**config.mk**
```make
export PLATFORM = sky130hd
export DESIGN_NAME = skb_exec
export DESIGN_NICKNAME = d
export VERILOG_FILES = /design/src/hdl/skb_pkg.sv /design/src/hdl/skb_shadow_if.sv /design/src/hdl/skb_exec.sv /design/src/hdl/skb_shadow.sv
export SDC_FILE = /design/constraint.sdc
export NUM_CORES = 1
export LEC_CHECK = 0
export BUFFER_PORTS_ARGS = -buffer_cell sky130_fd_sc_hd__buf_2
export CORE_AREA = 2 2 151 153
export CTS_CLUSTER_DIAMETER = 200
export DETAILED_ROUTE_END_ITERATION = 6
export DIE_AREA = 0 0 153 155
export GPL_TIMING_DRIVEN = 0
export PLACE_DENSITY_LB_ADDON = 0.25
export SLEW_MARGIN = 20
export SYNTH_ARGS = -nofsm -noshare
export SYNTH_HDL_FRONTEND = slang
export SYNTH_SLANG_ARGS = --single-unit
```
**constraint.sdc**
```tcl
create_clock -name i_clk -period 6.2 [get_ports i_clk]
set_input_delay 1.24 -clock i_clk [delete_from_list [all_inputs] [get_ports i_clk]]
set_output_delay 1.24 -clock i_clk [all_outputs]
set_load 0.1 [all_outputs]
```
**src/hdl/skb_pkg.sv**
```systemverilog
// constants, types and opcode set for the skip/branch/call execution block
`default_nettype none
package skb_pkg;
    localparam int unsigned DATA_W = 8;
    localparam int unsigned ADDR_W = 8;
    localparam int unsigned PC_W = 16;
    localparam int unsigned TARGET_W = 14;
    localparam int unsigned PAGE_W = 2;
    localparam int unsigned BIT_W = 3;
    localparam logic [ADDR_W-1:0] WREG_BASE = 8'h80;
    localparam int unsigned WREG_COUNT = 8;
    localparam int unsigned WREG_W = DATA_W * WREG_COUNT;
    localparam int unsigned CNT_W = 2;
    localparam logic [CNT_W-1:0] CYC_SINGLE = 2'h1;
    localparam logic [CNT_W-1:0] CYC_BRANCH = 2'h2;
    localparam logic [CNT_W-1:0] CYC_OSC_EXTRA = 2'h1;

    typedef enum logic [4:0] {
        OP_NOP,
        OP_COMPARE_SKIP_EQUAL_IMM,
        OP_COMPARE_SKIP_EQUAL_MEM,
        OP_INCREMENT_TO_ACC_SKIP_ZERO,
        OP_INCREMENT_MEM_SKIP_ZERO,
        OP_DECREMENT_TO_ACC_SKIP_ZERO,
        OP_DECREMENT_MEM_SKIP_ZERO,
        OP_BIT_CLEAR_TEST_SKIP,
        OP_BIT_SET_TEST_SKIP,
        OP_BANK0_BIT_CLEAR_TEST_SKIP,
        OP_BANK0_BIT_SET_TEST_SKIP,
        OP_BANK0_BIT_CLEAR,
        OP_BANK0_BIT_SET,
        OP_JUMP_INSTRUCTION,
        OP_CALL,
        OP_RETURN,
        OP_INTERRUPT_RETURN,
        OP_WREG_SAVE,
        OP_WREG_RESTORE
    } skb_op_e;

    typedef enum logic {
        ST_IDLE,
        ST_WAIT
    } skb_state_e;

    typedef struct packed {
        logic acc_we;
        logic [DATA_W-1:0] acc_wdata;
        logic mem_we;
        logic mem_bank0;
        logic [ADDR_W-1:0] mem_addr;
        logic [DATA_W-1:0] mem_wdata;
        logic flag_we;
        logic zero_flag;
        logic carry_flag;
        logic pc_load;
        logic [PC_W-1:0] pc_value;
        logic stack_push;
        logic [PC_W-1:0] push_data;
        logic stack_pop;
        logic gie_set;
        logic wreg_restore;
        logic discard;
    } skb_out_s;

    localparam skb_out_s OUT_IDLE = '0;
endpackage : skb_pkg
`default_nettype wire

```
**src/hdl/skb_shadow_if.sv**
```systemverilog
// link between the executer and the working-register shadow store
`default_nettype none
interface skb_shadow_if;
    import skb_pkg::*;
    logic save;
    logic [WREG_W-1:0] save_data;
    logic [WREG_W-1:0] shadow_data;
    modport ctrl (output save, output save_data, input shadow_data);
    modport store (input save, input save_data, output shadow_data);
endinterface : skb_shadow_if
`default_nettype wire

```
**src/hdl/skb_exec.sv**
```systemverilog
// execution of skip, branch, call, return and shadow save/restore instructions
`default_nettype none
module skb_exec
    import skb_pkg::*;
(
    input wire logic i_clk,
    input wire logic i_rst,
    input wire logic i_ins_valid,
    output logic o_ins_ready,
    input wire skb_op_e i_op,
    input wire logic [DATA_W-1:0] i_imm,
    input wire logic [ADDR_W-1:0] i_addr,
    input wire logic [BIT_W-1:0] i_bit,
    input wire logic [TARGET_W-1:0] i_target,
    input wire logic i_osc_access,
    input wire logic [DATA_W-1:0] i_acc,
    input wire logic [DATA_W-1:0] i_mem_rdata,
    input wire logic [DATA_W-1:0] i_bank0_rdata,
    input wire logic [PAGE_W-1:0] i_rom_page_select_bits,
    input wire logic [PC_W-1:0] i_pc_next,
    input wire logic [PC_W-1:0] i_stack_top,
    input wire logic [WREG_W-1:0] i_wreg,
    output logic o_acc_we,
    output logic [DATA_W-1:0] o_acc_wdata,
    output logic o_mem_we,
    output logic o_mem_bank0,
    output logic [ADDR_W-1:0] o_mem_addr,
    output logic [DATA_W-1:0] o_mem_wdata,
    output logic o_flag_we,
    output logic o_zero_flag,
    output logic o_carry_flag,
    output logic o_pc_load,
    output logic [PC_W-1:0] o_pc_value,
    output logic o_stack_push,
    output logic [PC_W-1:0] o_push_data,
    output logic o_stack_pop,
    output logic o_gie_set,
    output logic o_wreg_restore,
    output logic [WREG_W-1:0] o_wreg_data,
    output logic o_discard,
    output logic o_skip_pending
);
    ////////////////////////////////////////////////////////////////////////
    // helpers
    function automatic logic [DATA_W-1:0] bit_force(input logic [DATA_W-1:0] v,
                                                   input logic [BIT_W-1:0] b,
                                                   input logic val);
        logic [DATA_W-1:0] r;
        r = v;
        r[b] = val;
        return r;
    endfunction : bit_force

    function automatic logic [CNT_W-1:0] add_osc(input logic [CNT_W-1:0] base,
                                                input logic osc);
        return osc ? base + CYC_OSC_EXTRA : base;
    endfunction : add_osc

    ////////////////////////////////////////////////////////////////////////
    // state
    skb_state_e state_ff, nxt_state;
    logic [CNT_W-1:0] wait_ff, nxt_wait;
    logic skip_ff, nxt_skip;
    skb_out_s out_ff, nxt_out;
    logic take;
    logic [DATA_W-1:0] inc_val;
    logic [DATA_W-1:0] dec_val;
    logic [DATA_W-1:0] cmp_opnd;
    logic [DATA_W:0] cmp_diff;
    logic [CNT_W-1:0] cycles;
    logic do_skip;

    skb_shadow_if sh ();

    skb_shadow u_shadow (
        .i_clk(i_clk),
        .i_rst(i_rst),
        .sh(sh)
    );

    assign o_ins_ready = (state_ff == ST_IDLE);
    assign take = i_ins_valid && o_ins_ready;
    assign sh.save_data = i_wreg;
    assign sh.save = take && !skip_ff && (i_op == OP_WREG_SAVE);

    assign inc_val = i_mem_rdata + 8'h01;
    assign dec_val = i_mem_rdata - 8'h01;
    assign cmp_opnd = (i_op == OP_COMPARE_SKIP_EQUAL_IMM) ? i_imm : i_mem_rdata;
    assign cmp_diff = {1'b0, i_acc} - {1'b0, cmp_opnd};

    ////////////////////////////////////////////////////////////////////////
    // next-state logic
    always_comb begin
        nxt_state = state_ff;
        nxt_wait = wait_ff;
        nxt_skip = skip_ff;
        nxt_out = OUT_IDLE;
        nxt_out.acc_wdata = out_ff.acc_wdata;
        nxt_out.mem_addr = out_ff.mem_addr;
        nxt_out.mem_wdata = out_ff.mem_wdata;
        nxt_out.mem_bank0 = out_ff.mem_bank0;
        nxt_out.zero_flag = out_ff.zero_flag;
        nxt_out.carry_flag = out_ff.carry_flag;
        nxt_out.pc_value = out_ff.pc_value;
        nxt_out.push_data = out_ff.push_data;
        cycles = CYC_SINGLE;
        do_skip = 1'b0;
        case (state_ff)
            ST_IDLE: begin
                if (take && skip_ff) begin
                    nxt_skip = 1'b0;
                    nxt_out.discard = 1'b1;
                end else if (take) begin
                    nxt_out.mem_addr = i_addr;
                    nxt_out.mem_bank0 = 1'b0;
                    case (i_op)
                        OP_COMPARE_SKIP_EQUAL_IMM, OP_COMPARE_SKIP_EQUAL_MEM: begin
                            nxt_out.flag_we = 1'b1;
                            nxt_out.zero_flag = (cmp_diff[DATA_W-1:0] == 8'h00);
                            nxt_out.carry_flag = ~cmp_diff[DATA_W];
                            do_skip = (i_acc == cmp_opnd);
                        end
                        OP_INCREMENT_TO_ACC_SKIP_ZERO: begin
                            nxt_out.acc_we = 1'b1;
                            nxt_out.acc_wdata = inc_val;
                            do_skip = (inc_val == 8'h00);
                        end
                        OP_INCREMENT_MEM_SKIP_ZERO: begin
                            nxt_out.mem_we = 1'b1;
                            nxt_out.mem_wdata = inc_val;
                            do_skip = (inc_val == 8'h00);
                        end
                        OP_DECREMENT_TO_ACC_SKIP_ZERO: begin
                            nxt_out.acc_we = 1'b1;
                            nxt_out.acc_wdata = dec_val;
                            do_skip = (dec_val == 8'h00);
                        end
                        OP_DECREMENT_MEM_SKIP_ZERO: begin
                            nxt_out.mem_we = 1'b1;
                            nxt_out.mem_wdata = dec_val;
                            do_skip = (dec_val == 8'h00);
                        end
                        OP_BIT_CLEAR_TEST_SKIP: begin
                            do_skip = ~i_mem_rdata[i_bit];
                        end
                        OP_BIT_SET_TEST_SKIP: begin
                            do_skip = i_mem_rdata[i_bit];
                        end
                        OP_BANK0_BIT_CLEAR_TEST_SKIP: begin
                            do_skip = ~i_bank0_rdata[i_bit];
                        end
                        OP_BANK0_BIT_SET_TEST_SKIP: begin
                            do_skip = i_bank0_rdata[i_bit];
                        end
                        OP_BANK0_BIT_CLEAR, OP_BANK0_BIT_SET: begin
                            nxt_out.mem_we = 1'b1;
                            nxt_out.mem_bank0 = 1'b1;
                            nxt_out.mem_wdata = bit_force(i_bank0_rdata, i_bit, i_op == OP_BANK0_BIT_SET);
                        end
                        OP_JUMP_INSTRUCTION, OP_CALL: begin
                            cycles = CYC_BRANCH;
                            nxt_out.pc_load = 1'b1;
                            nxt_out.pc_value = {i_rom_page_select_bits, i_target};
                            if (i_op == OP_CALL) begin
                                nxt_out.stack_push = 1'b1;
                                nxt_out.push_data = i_pc_next;
                            end
                        end
                        OP_RETURN, OP_INTERRUPT_RETURN: begin
                            cycles = CYC_BRANCH;
                            nxt_out.pc_load = 1'b1;
                            nxt_out.pc_value = i_stack_top;
                            nxt_out.stack_pop = 1'b1;
                            nxt_out.gie_set = (i_op == OP_INTERRUPT_RETURN);
                        end
                        OP_WREG_RESTORE: begin
                            nxt_out.wreg_restore = 1'b1;
                        end
                        default: begin
                        end
                    endcase
                    nxt_skip = do_skip;
                    cycles = add_osc(cycles, i_osc_access);
                    if (cycles > CYC_SINGLE) begin
                        nxt_state = ST_WAIT;
                        nxt_wait = cycles - CYC_SINGLE - 2'h1;
                    end
                end
            end
            ST_WAIT: begin
                if (wait_ff == 2'h0) begin
                    nxt_state = ST_IDLE;
                end else begin
                    nxt_wait = wait_ff - 2'h1;
                end
            end
            default: begin
                nxt_state = ST_IDLE;
            end
        endcase
    end

    always_ff @(posedge i_clk) begin
        if (i_rst) begin
            state_ff <= ST_IDLE;
            wait_ff <= 2'h0;
            skip_ff <= 1'b0;
            out_ff <= OUT_IDLE;
        end else begin
            state_ff <= nxt_state;
            wait_ff <= nxt_wait;
            skip_ff <= nxt_skip;
            out_ff <= nxt_out;
        end
    end

    ////////////////////////////////////////////////////////////////////////
    // outputs
    assign o_acc_we = out_ff.acc_we;
    assign o_acc_wdata = out_ff.acc_wdata;
    assign o_mem_we = out_ff.mem_we;
    assign o_mem_bank0 = out_ff.mem_bank0;
    assign o_mem_addr = out_ff.mem_addr;
    assign o_mem_wdata = out_ff.mem_wdata;
    assign o_flag_we = out_ff.flag_we;
    assign o_zero_flag = out_ff.zero_flag;
    assign o_carry_flag = out_ff.carry_flag;
    assign o_pc_load = out_ff.pc_load;
    assign o_pc_value = out_ff.pc_value;
    assign o_stack_push = out_ff.stack_push;
    assign o_push_data = out_ff.push_data;
    assign o_stack_pop = out_ff.stack_pop;
    assign o_gie_set = out_ff.gie_set;
    assign o_wreg_restore = out_ff.wreg_restore;
    assign o_wreg_data = sh.shadow_data;
    assign o_discard = out_ff.discard;
    assign o_skip_pending = skip_ff;
endmodule : skb_exec
`default_nettype wire

```
**src/hdl/skb_shadow.sv**
```systemverilog
// shadow buffers for working registers 080H-087H
`default_nettype none
module skb_shadow
    import skb_pkg::*;
(
    input wire logic i_clk,
    input wire logic i_rst,
    skb_shadow_if.store sh
);
    logic [DATA_W-1:0] buf_ff [WREG_COUNT];
    logic [DATA_W-1:0] nxt_buf [WREG_COUNT];

    always_comb begin
        for (int i = 0; i < WREG_COUNT; i++) begin
            nxt_buf[i] = buf_ff[i];
            if (sh.save) begin
                nxt_buf[i] = sh.save_data[i*DATA_W +: DATA_W];
            end
        end
    end

    always_ff @(posedge i_clk) begin
        for (int i = 0; i < WREG_COUNT; i++) begin
            if (i_rst) begin
                buf_ff[i] <= 8'h00;
            end else begin
                buf_ff[i] <= nxt_buf[i];
            end
        end
    end

    always_comb begin
        for (int i = 0; i < WREG_COUNT; i++) begin
            sh.shadow_data[i*DATA_W +: DATA_W] = buf_ff[i];
        end
    end
endmodule : skb_shadow
`default_nettype wire

```
Yosys cells after proc, flatten, opt, wreduce, memory -nomap -nowiden
Memories as Yosys holds them, arrays and structs flattened.
Index checks and enable logic that the tools add are counted.
{ "op_classes": {"addsub": 7, "order_cmp": 3, "eq_ne": 23, "mux": 55, "n_bitwise": 16, "n_reduce_logical": 34} }
{ "ops": {"columns": ["operator", "n"], "rows": [
  ["$mux W8", 17],
  ["$eq A5 B4 Y1 const B", 8],
  ["$pmux W17 S2", 1],
  ["$logic_not A8 Y1", 3],
  ["$pmux W8 S3", 1],
  ["$eq A5 B3 Y1 const B", 4],
  ["$mux W2", 10],
  ["$reduce_and A4 Y1", 5],
  ["$pmux W9 S2", 1],
  ["$mux W17", 1],
  ["$mux W1", 16],
  ["$eq A5 B5 Y1 const B", 3],
  ["$reduce_or A2 Y1", 7],
  ["$reduce_or A4 Y1", 3],
  ["$eq A5 B2 Y1 const B", 2],
  ["$reduce_or A5 Y1", 2],
  ["$sub A8 B8 Y9", 1],
  ["$add A8 B1 Y8 const B", 1],
  ["$bwmux W8", 1],
  ["$eq A8 B8 Y1", 1],
  ["$not A1 Y1", 8],
  ["$or A1 B1 Y1", 8],
  ["$sub A8 B1 Y8 const B", 1],
  ["$pmux W1 S7", 1],
  ["21 further kinds", 32]
]} }
{ "totals": {"ff_bits": 72, "ram_bits": 64, "in_bits": 164, "output_inout_bits": 134, "word_cells": 159, "n_memories": 1} }
{ "memory_table": {"columns": ["name", "words", "word_bits", "rd", "rd_clocked_by_memory_dff", "wr", "line", "source"], "rows": [
  ["u_shadow.buf_ff", 8, 8, 8, 0, 8, "skb_shadow.sv:10", "logic [DATA_W-1:0] buf_ff [WREG_COUNT];"]
]} }

Depth between registers and ports, before layout
Gate-level depths: netlist of the first run.
{ "logic_depth": {"word_depth": 14, "depth_mapped": 12, "mapped_depth_nobuf": 11} }

By module
From an unflattened synthesis of the first run, not the netlist that was laid out.
{ "unflattened": {"cells_unflattened": 759, "hier_area_um2": 6553.8} }
{ "modules_own_cells": {"columns": ["mod", "n_inst", "cells_per_inst", "area_per_inst_um2", "seq_area_each_um2"], "rows": [
  ["skb_exec", 1, 553, 4262.8, 1441.4],
  ["skb_shadow", 1, 206, 2290.9, 1281.2]
]} }

Worst setup path after synthesis of the first run
Ideal clock, no wire load.
{ "synth_timing": {"path_type": "input -> register", "startpoint": "input port i_op[4]", "endpoint": "register out_ff (netlist bit o_carry_flag)", "setup_ps": 95, "arrival_time_ps": 3582, "required_time_ps": 6105, "setup_slack_ps": 2522, "stages": 12, "path_buffers": 1, "path_cell_list": "buf_2 -> nor3_2 -> nand2_1 -> mux2_2 -> ha_1 -> fa_1 -> nor2b_1 -> o31a_1 -> o21ai_0 -> a21boi_0 -> o21ai_0 -> a221oi_1"} }
{ "synth_between": {"elab_chain_cells": 4, "elab_cells_between_ends": 7, "cone_classes": "add/sub (1); eq/ne (2); mux (1); bitwise (1); reduce/logical (2)"} }
{ "synth_lines": {"columns": ["element", "line", "source"], "rows": [
  ["from (decl)", "skb_exec.sv:10", "input wire skb_op_e i_op,"],
  ["$eq A5 B1 Y1", "skb_exec.sv:88, skb_exec.sv:116", null],
  ["$mux W8", "skb_exec.sv:88", "assign cmp_opnd = (i_op == OP_COMPARE_SKIP_EQUAL_IMM) ? i_imm : i_mem_rdata;"],
  ["$sub A8 B8 Y9", "skb_exec.sv:89", "assign cmp_diff = {1'b0, i_acc} - {1'b0, cmp_opnd};"],
  ["$not A1 Y1", "skb_exec.sv:120", "nxt_out.carry_flag = ~cmp_diff[DATA_W];"],
  ["to (signal assigned)", "skb_exec.sv:213", "out_ff <= nxt_out;"],
  ["to (decl)", "skb_exec.sv:64", "skb_out_s out_ff, nxt_out;"]
]} }
Several ways; a longest one is shown, not always the timed one.
A chain may end at the register's enable or synchronous reset.

Worst setup path in the final report of the first run
{ "layout_timing": {"startpoint": "input port i_op[0]", "endpoint": "register out_ff (netlist bit o_carry_flag)"} }
Same word-level chain as after synthesis.

==> flow_summary.toml, run 1 <==
[outcome]
status = "completed"

[synthesis]
synth_flop_cell = "dfxtp_1"
synth_top_area_share_pct = 41.9
synthArstFlopShare_pct = 0
ys_seq_area_share_pct = 41.9
synth_edf_count = 0
synth_area_um2 = 6490
yosys_warnings = 0
ys_ff_latch = 136
syn_inst = 814
post-synth-top-count-cell = "nand2_1"
synth.distinct_cells = 72
ys_top_cells_by_count = "nand2_1 (211), dfxtp_1 (136), a21oi_1 (106), nor2_1 (47), clkbuf_1 (32)"
synthTopCellsByArea = "dfxtp_1 (42%), nand2_1 (12%), a21oi_1 (8.2%)"
avgSynthCellArea_um2 = 7.97
synth_top_cell_by_area = "dfxtp_1"
syn-num-nets = 993

[detailed_routing]
drtIter0Drc = 401
drc = 0
drt-total-wl_um = 22400
via_count = 6938
antenna_left = 0
dr.pass1.iters = 5
vias_per_cell = 4.87
wl_per_cell_um = 15.7

[worst_setup_path]
startpoint_type = "primary input"
crit_start = "i_op[0]"
crit_slowest_cell = "fa_1"
endpoint = "o_carry_flag"
required_ns = 6.52
r2r_end = "u_shadow.buf_ff[2][15]"
reg2reg_from = "o_skip_pending"
critPathMaxStageDelay_ns = 0.41
endpoint_kind = "flip-flop"
crit_arrival_ns = 4.10
timing.reg2reg.setup_slack_ns = 3.99
crit_chain = "buf_2, nor2b_1, clkbuf_1, nand2_1, mux2_2, ha_1, fa_1, nor2b_1, o31a_1, o21ai_0, a21boi_0, o21ai_0, a221oi_1"
path_class = "in2reg"
r2r_cells = 5
crit_fanout = 8

[clock_network]
postCtsSetupBuffers = 0
cts_htree_levels = 4
clk_pin_slew_ns = 0.07
cts_root_buffer = "clkbuf_16"
numCtsBuffers = 17
clock-sinks = 136
cts_resized = 0
worst_skew_pair.late_latency_ns = 0.42
cts_tree = "yes"
clock_path_buffers = 2
ctsHoldBuffers = 0

[grt]
grt_pass1_vias = 6352
grt_pass1_wl_um = 34700
antenna_found_initial = 0
grt_use_total_pct = 18.3
gr-total-overflow = 0
grt_max_degree = 17

[power_and_ir_drop]
switching_share_pct = 31.8
power_frac_comb_pct = 15.8
leakagePower_nw = 3.94
p_total_mw = 2.25
p_seq_share_pct = 39.8
internal_power_mw = 1.54
switchingPower_mw = 0.715
vdd_drop_max_uv = 146
clkPwrFrac_pct = 44.3
p_per_area_nw_per_um2 = 253

[finish]
fin_cells = 1424
final_util_pct = 40.0
layout-drive-gt1-share_pct = 33.1
n_fill_cell = 2352
layout.nets = 1305
syn2layout_area_growth_pct = 37.1
diodes = 0

[place]
gp_congestion = 0.865
dp.cells = 1392
port_buffers = 293
dp_hpwl_um = 17500

[timing]
fin_tns_setup_ns = 0
slew_viol_final = 0
fin_crit_sh_pct = 60.9
worst_pin_slew_ns = 0.987
fin_crit_ns = 3.78
rsz0062_at_grt = "false"
clock_skew_ns = 0.00903
setup_viol = 0
finalHoldViolCount = 0
relSlewSlack_pct = 34.2
fmax_mhz = 265

[die]
ios = 298
die_width_um = 153
die-area_um2 = 23700
num_rows = 55
start_util_pct = 29.2
die_y_um = 155
core_region_area_um2 = 22200

[run]
drv_cap = 0

[worst_hold_path]
min_path_type = "reg2reg"
[registers in the layout (all words and copies together), names as in the netlist, 2 cells and up]
register,cells
wait_ff,2
o_mem_addr,8
o_mem_wdata,8
o_pc_value,16
u_shadow.buf_ff,64
o_acc_wdata,8
o_push_data,16
[power by group through the flow]
stage	Clock (mW)	Sequential, mW	Combinational [mW]
CTS	1.03	0.896	0.357
global route	1.07	0.898	0.386
global placement	0	0.916	0.356
finish	0.998	0.896	0.356
floorplan	0	1.01	0.144
detailed placement	0	0.916	0.356
[layout make-up]
type	instances	area, um2	area share [%]
tap	285	357	4.01
multi-input combinational	605	3440	38.6
sequential	136	2720	30.6
clock buffer	17	425	4.78
timing repair buffer	293	1470	16.5
clock inverter	15	159	1.79
inverter	13	48.8	0.548
buffer	60	284	3.19
[worst min path at each step]
| stage | end | slack [ns] | cells after the start | start |
|---|---|---|---|---|
| floorplan | wait_ff[1] | 0.44 | 2 | wait_ff[1] |
| global placement | o_push_data[6] | 0.44 | 2 | o_push_data[6] |
| detailed placement | o_push_data[6] | 0.44 | 2 | o_push_data[6] |
| CTS | o_push_data[6] | 0.45 | 2 | o_push_data[6] |
| global route | o_push_data[3] | 0.46 | 2 | o_push_data[3] |
| finish | o_push_data[6] | 0.45 | 2 | o_push_data[6] |
[per-stage QoR]
| step | worst slack, ns | hold slack, ns | cell area, um2 |
|---|---|---|---|
| floorplan | 2.52 | 0.440 | 6490 |
| global placement | 1.98 | 0.435 | 8310 |
| detailed placement | 1.99 | 0.442 | 8310 |
| CTS | 2.44 | 0.450 | 8900 |
| global route | 2.14 | 0.463 | 8900 |
| finish | 2.42 | 0.449 | 8900 |
[placed cells by master (no fill, tap or decap), types with 4 or more instances in the layout]
master / netlist / final
nand3_1: 12 / 12
clkbuf_16: 0 / 17
a31oi_1: 8 / 8
a211oi_1: 4 / 4
nand2_1: 211 / 211
nor2_1: 47 / 47
o21ai_1: 5 / 5
mux2i_1: 9 / 9
ha_1: 14 / 14
nor3_1: 13 / 13
dfxtp_1: 136 / 136
buf_2: 20 / 313
nor2b_1: 7 / 7
a21oi_1: 106 / 106
o21ai_0: 16 / 16
nor3_2: 4 / 4
a22o_1: 16 / 16
nand4_1: 6 / 6
and2_1: 6 / 6
clkbuf_1: 32 / 32
clkinv_4: 0 / 4
xnor2_1: 6 / 6
xor2_1: 4 / 4
inv_1: 13 / 13
a22oi_1: 23 / 23
o22ai_1: 11 / 11
nand2b_1: 4 / 4
o21ai_2: 4 / 4
[layer usage]
layer / track usage (%) / wire [um] / up-vias
li1: - / - / 3472
met1: 23.7 / 9890 / 3169
met2: 30.5 / 10500 / 275
met3: 4.37 / 1570 / 22
met4: 5.34 / 388 / 0
met5: 0 / 0 / -
[cell families (layout without fill, tap and decap cells)]
family / Yosys count / after routing / share of synthesized area (%)
adders and majority gates: 15 / 15 / 3.01
xor gates and xnor gates: 10 / 10 / 1.35
DFF: 136 / 136 / 41.9
AOI/OAI and AO/OA: 224 / 224 / 21.9
buffers and inverters: 73 / 398 / 5.13
muxes: 14 / 14 / 2.66
and+or+nand+nor: 342 / 342 / 24.1
[worst max-delay path, delay by kind of cell]
family / cells / cell delay, ns
simple gates: 3 / 0.63
compound gates: 5 / 0.87
buf+inv: 2 / 0.37
mux: 1 / 0.37
fa+ha+maj: 2 / 0.61
Power figures use the tool's default switching activity.
==> run 2: changes to the inputs <==
clock period = 3.4 ns   (was 6.2 ns; I/O delays follow)
==> flow_summary.toml, run 2 (synthesis results as in run 1) <==
[timing]
slew_viol_final = 0
fin_crit_ns = 3.09
fin_tns_setup_ns = 0
setup_viol = 0
clock_skew_ns = 0.00901
rsz0062_at_grt = "false"
relSlewSlack_pct = 34.2
worst_pin_slew_ns = 0.986
fmax_mhz = 324
fin_crit_sh_pct = 90.9
finalHoldViolCount = 0

[worst_hold_path]
min_path_type = "reg2reg"

[grt]
grt_use_met1_pct = 23.7
grt_max_degree = 17
gr-total-overflow = 0
use_met3_pct = 4.37
busiest_layer = "met2"
grt_pass1_vias = 6352
antenna_found_initial = 0
grt_use_total_pct = 18.3
grt_util_met2_pct = 30.5
grt_pass1_wl_um = 34700

[detailed_routing]
drt-total-wl_um = 22400
antenna_left = 0
vias_per_cell = 4.87
dr.pass1.iters = 5
drc = 0
via_count = 6935
wl_per_cell_um = 15.8
drtIter0Drc = 443

[worst_setup_path]
startpoint_type = "primary input"
crit_chain = "buf_2, nor2b_1, clkbuf_1, nand2_2, mux2_2, ha_1, fa_1, nor2b_1, o31a_1, o21ai_0, a21boi_0, o21ai_0, a221oi_1"
crit_arrival_ns = 3.41
required_ns = 3.72
crit_buf_inv = 2
timing.reg2reg.setup_slack_ns = 1.19
critical_path.top_delay_family = "compound AO/OA/AOI/OAI gates"
path_class = "in2reg"
crit_slowest_cell = "fa_1"
critPathMaxStageDelay_ns = 0.41
crit_fanout = 8
endpoint_kind = "flip-flop"

[finish]
syn2layout_area_growth_pct = 37.1
layout-drive-gt1-share_pct = 33.2
largest_reg_flops = 64
layout.nets = 1305
final_util_pct = 40.0
n_fill_cell = 2352
design_area_um2 = 8900
final_cell_mix = "buf_2 (313), nand2_1 (210), dfxtp_1 (136), a21oi_1 (106), nor2_1 (47)"
layout_commonest_cell = "buf_2"
fin_cells = 1424
largest_register = "u_shadow.buf_ff"
diodes = 0

[clock_network]
cts_tree = "yes"
numCtsBuffers = 17
clock_path_buffers = 2
worst_skew_pair.late_latency_ns = 0.42
postCtsSetupBuffers = 0
cts_root_buffer = "clkbuf_16"
clk_pin_slew_ns = 0.07
clock-sinks = 136
cts_htree_levels = 4

[die]
start_util_pct = 29.2
die_y_um = 155
ios = 298
core_region_area_um2 = 22200
num_rows = 55
die-area_um2 = 23700
die_width_um = 153

[power_and_ir_drop]
internal_power_mw = 2.80
clkPwrFrac_pct = 44.4
p_seq_share_pct = 39.8
switchingPower_mw = 1.31
leakagePower_nw = 3.94
p_total_mw = 4.11
power_frac_comb_pct = 15.8
switching_share_pct = 31.9
vdd_drop_max_uv = 267
p_per_area_nw_per_um2 = 462

[place]
dp.cells = 1392
dp_hpwl_um = 17500
port_buffers = 293
gp_congestion = 0.865
place_area_um2 = 8310

[run]
drv_cap = 0

[outcome]
status = "completed"
[run 2: cell count changes in the layout (fill, tap and decap cells not counted)]
cell	delta
nand2_1	-1
nand2_2	+1
[run 2: layer usage]
layer | up-vias | share of wire [%]
met2 | 295 | 47
met5 | - | 0
met3 | 22 | 7.2
met4 | 0 | 1.7
li1 | 3472 | -
met1 | 3146 | 44
[run 2: power by group through the flow]
stage	clock (mW)	combinational (mW)	sequential [mW]
after global routing	1.95	0.703	1.64
final	1.82	0.651	1.63
after detailed placement	0	0.650	1.67
after CTS	1.88	0.652	1.63
after global placement	0	0.650	1.67
after floorplan	0	0.262	1.85
[run 2: final timing paths]
| check | from | end | cells past startpoint |
|---|---|---|---|
| setup / recovery | i_op[0] | o_carry_flag | 13 |
| setup reg to reg | o_skip_pending | u_shadow.buf_ff[2][15] | 5 |
| hold reg to reg | o_push_data[6] | o_push_data[6] | 2 |
| hold / removal | o_push_data[6] | o_push_data[6] | 2 |
[run 2: worst min-delay path: cells and delay by family, from the launching register on]
kind	cells	cell delay [ns]
AOI/OAI and AO/OA	1	0.05
DFF	1	0.30
and+or+nand+nor	1	0.05
[run 2: cell type report]
cell class / instances / area, um2 / share of cell area (%)
buffer: 60 / 284 / 3.19
clock buffer: 17 / 425 / 4.78
clock inverter: 15 / 159 / 1.79
inverter: 13 / 48.8 / 0.548
multi-input combinational: 605 / 3440 / 38.6
sequential: 136 / 2720 / 30.6
tap: 285 / 357 / 4.01
timing repair buffer: 293 / 1470 / 16.5
[run 2: timing repair]
action,in CTS,in global routing
hold buffers,0,0
endpoints found under the setup margin,0,2
gates resized for setup,0,1
[run 2: per-stage QoR]
stage | hold WS [ns] | setup WS (ns)
final | 0.449 | 0.309
after global routing | 0.463 | 0.0541
after CTS | 0.450 | 0.199
after detailed placement | 0.442 | -0.248
after global placement | 0.435 | -0.257
after floorplan | 0.440 | 0.282
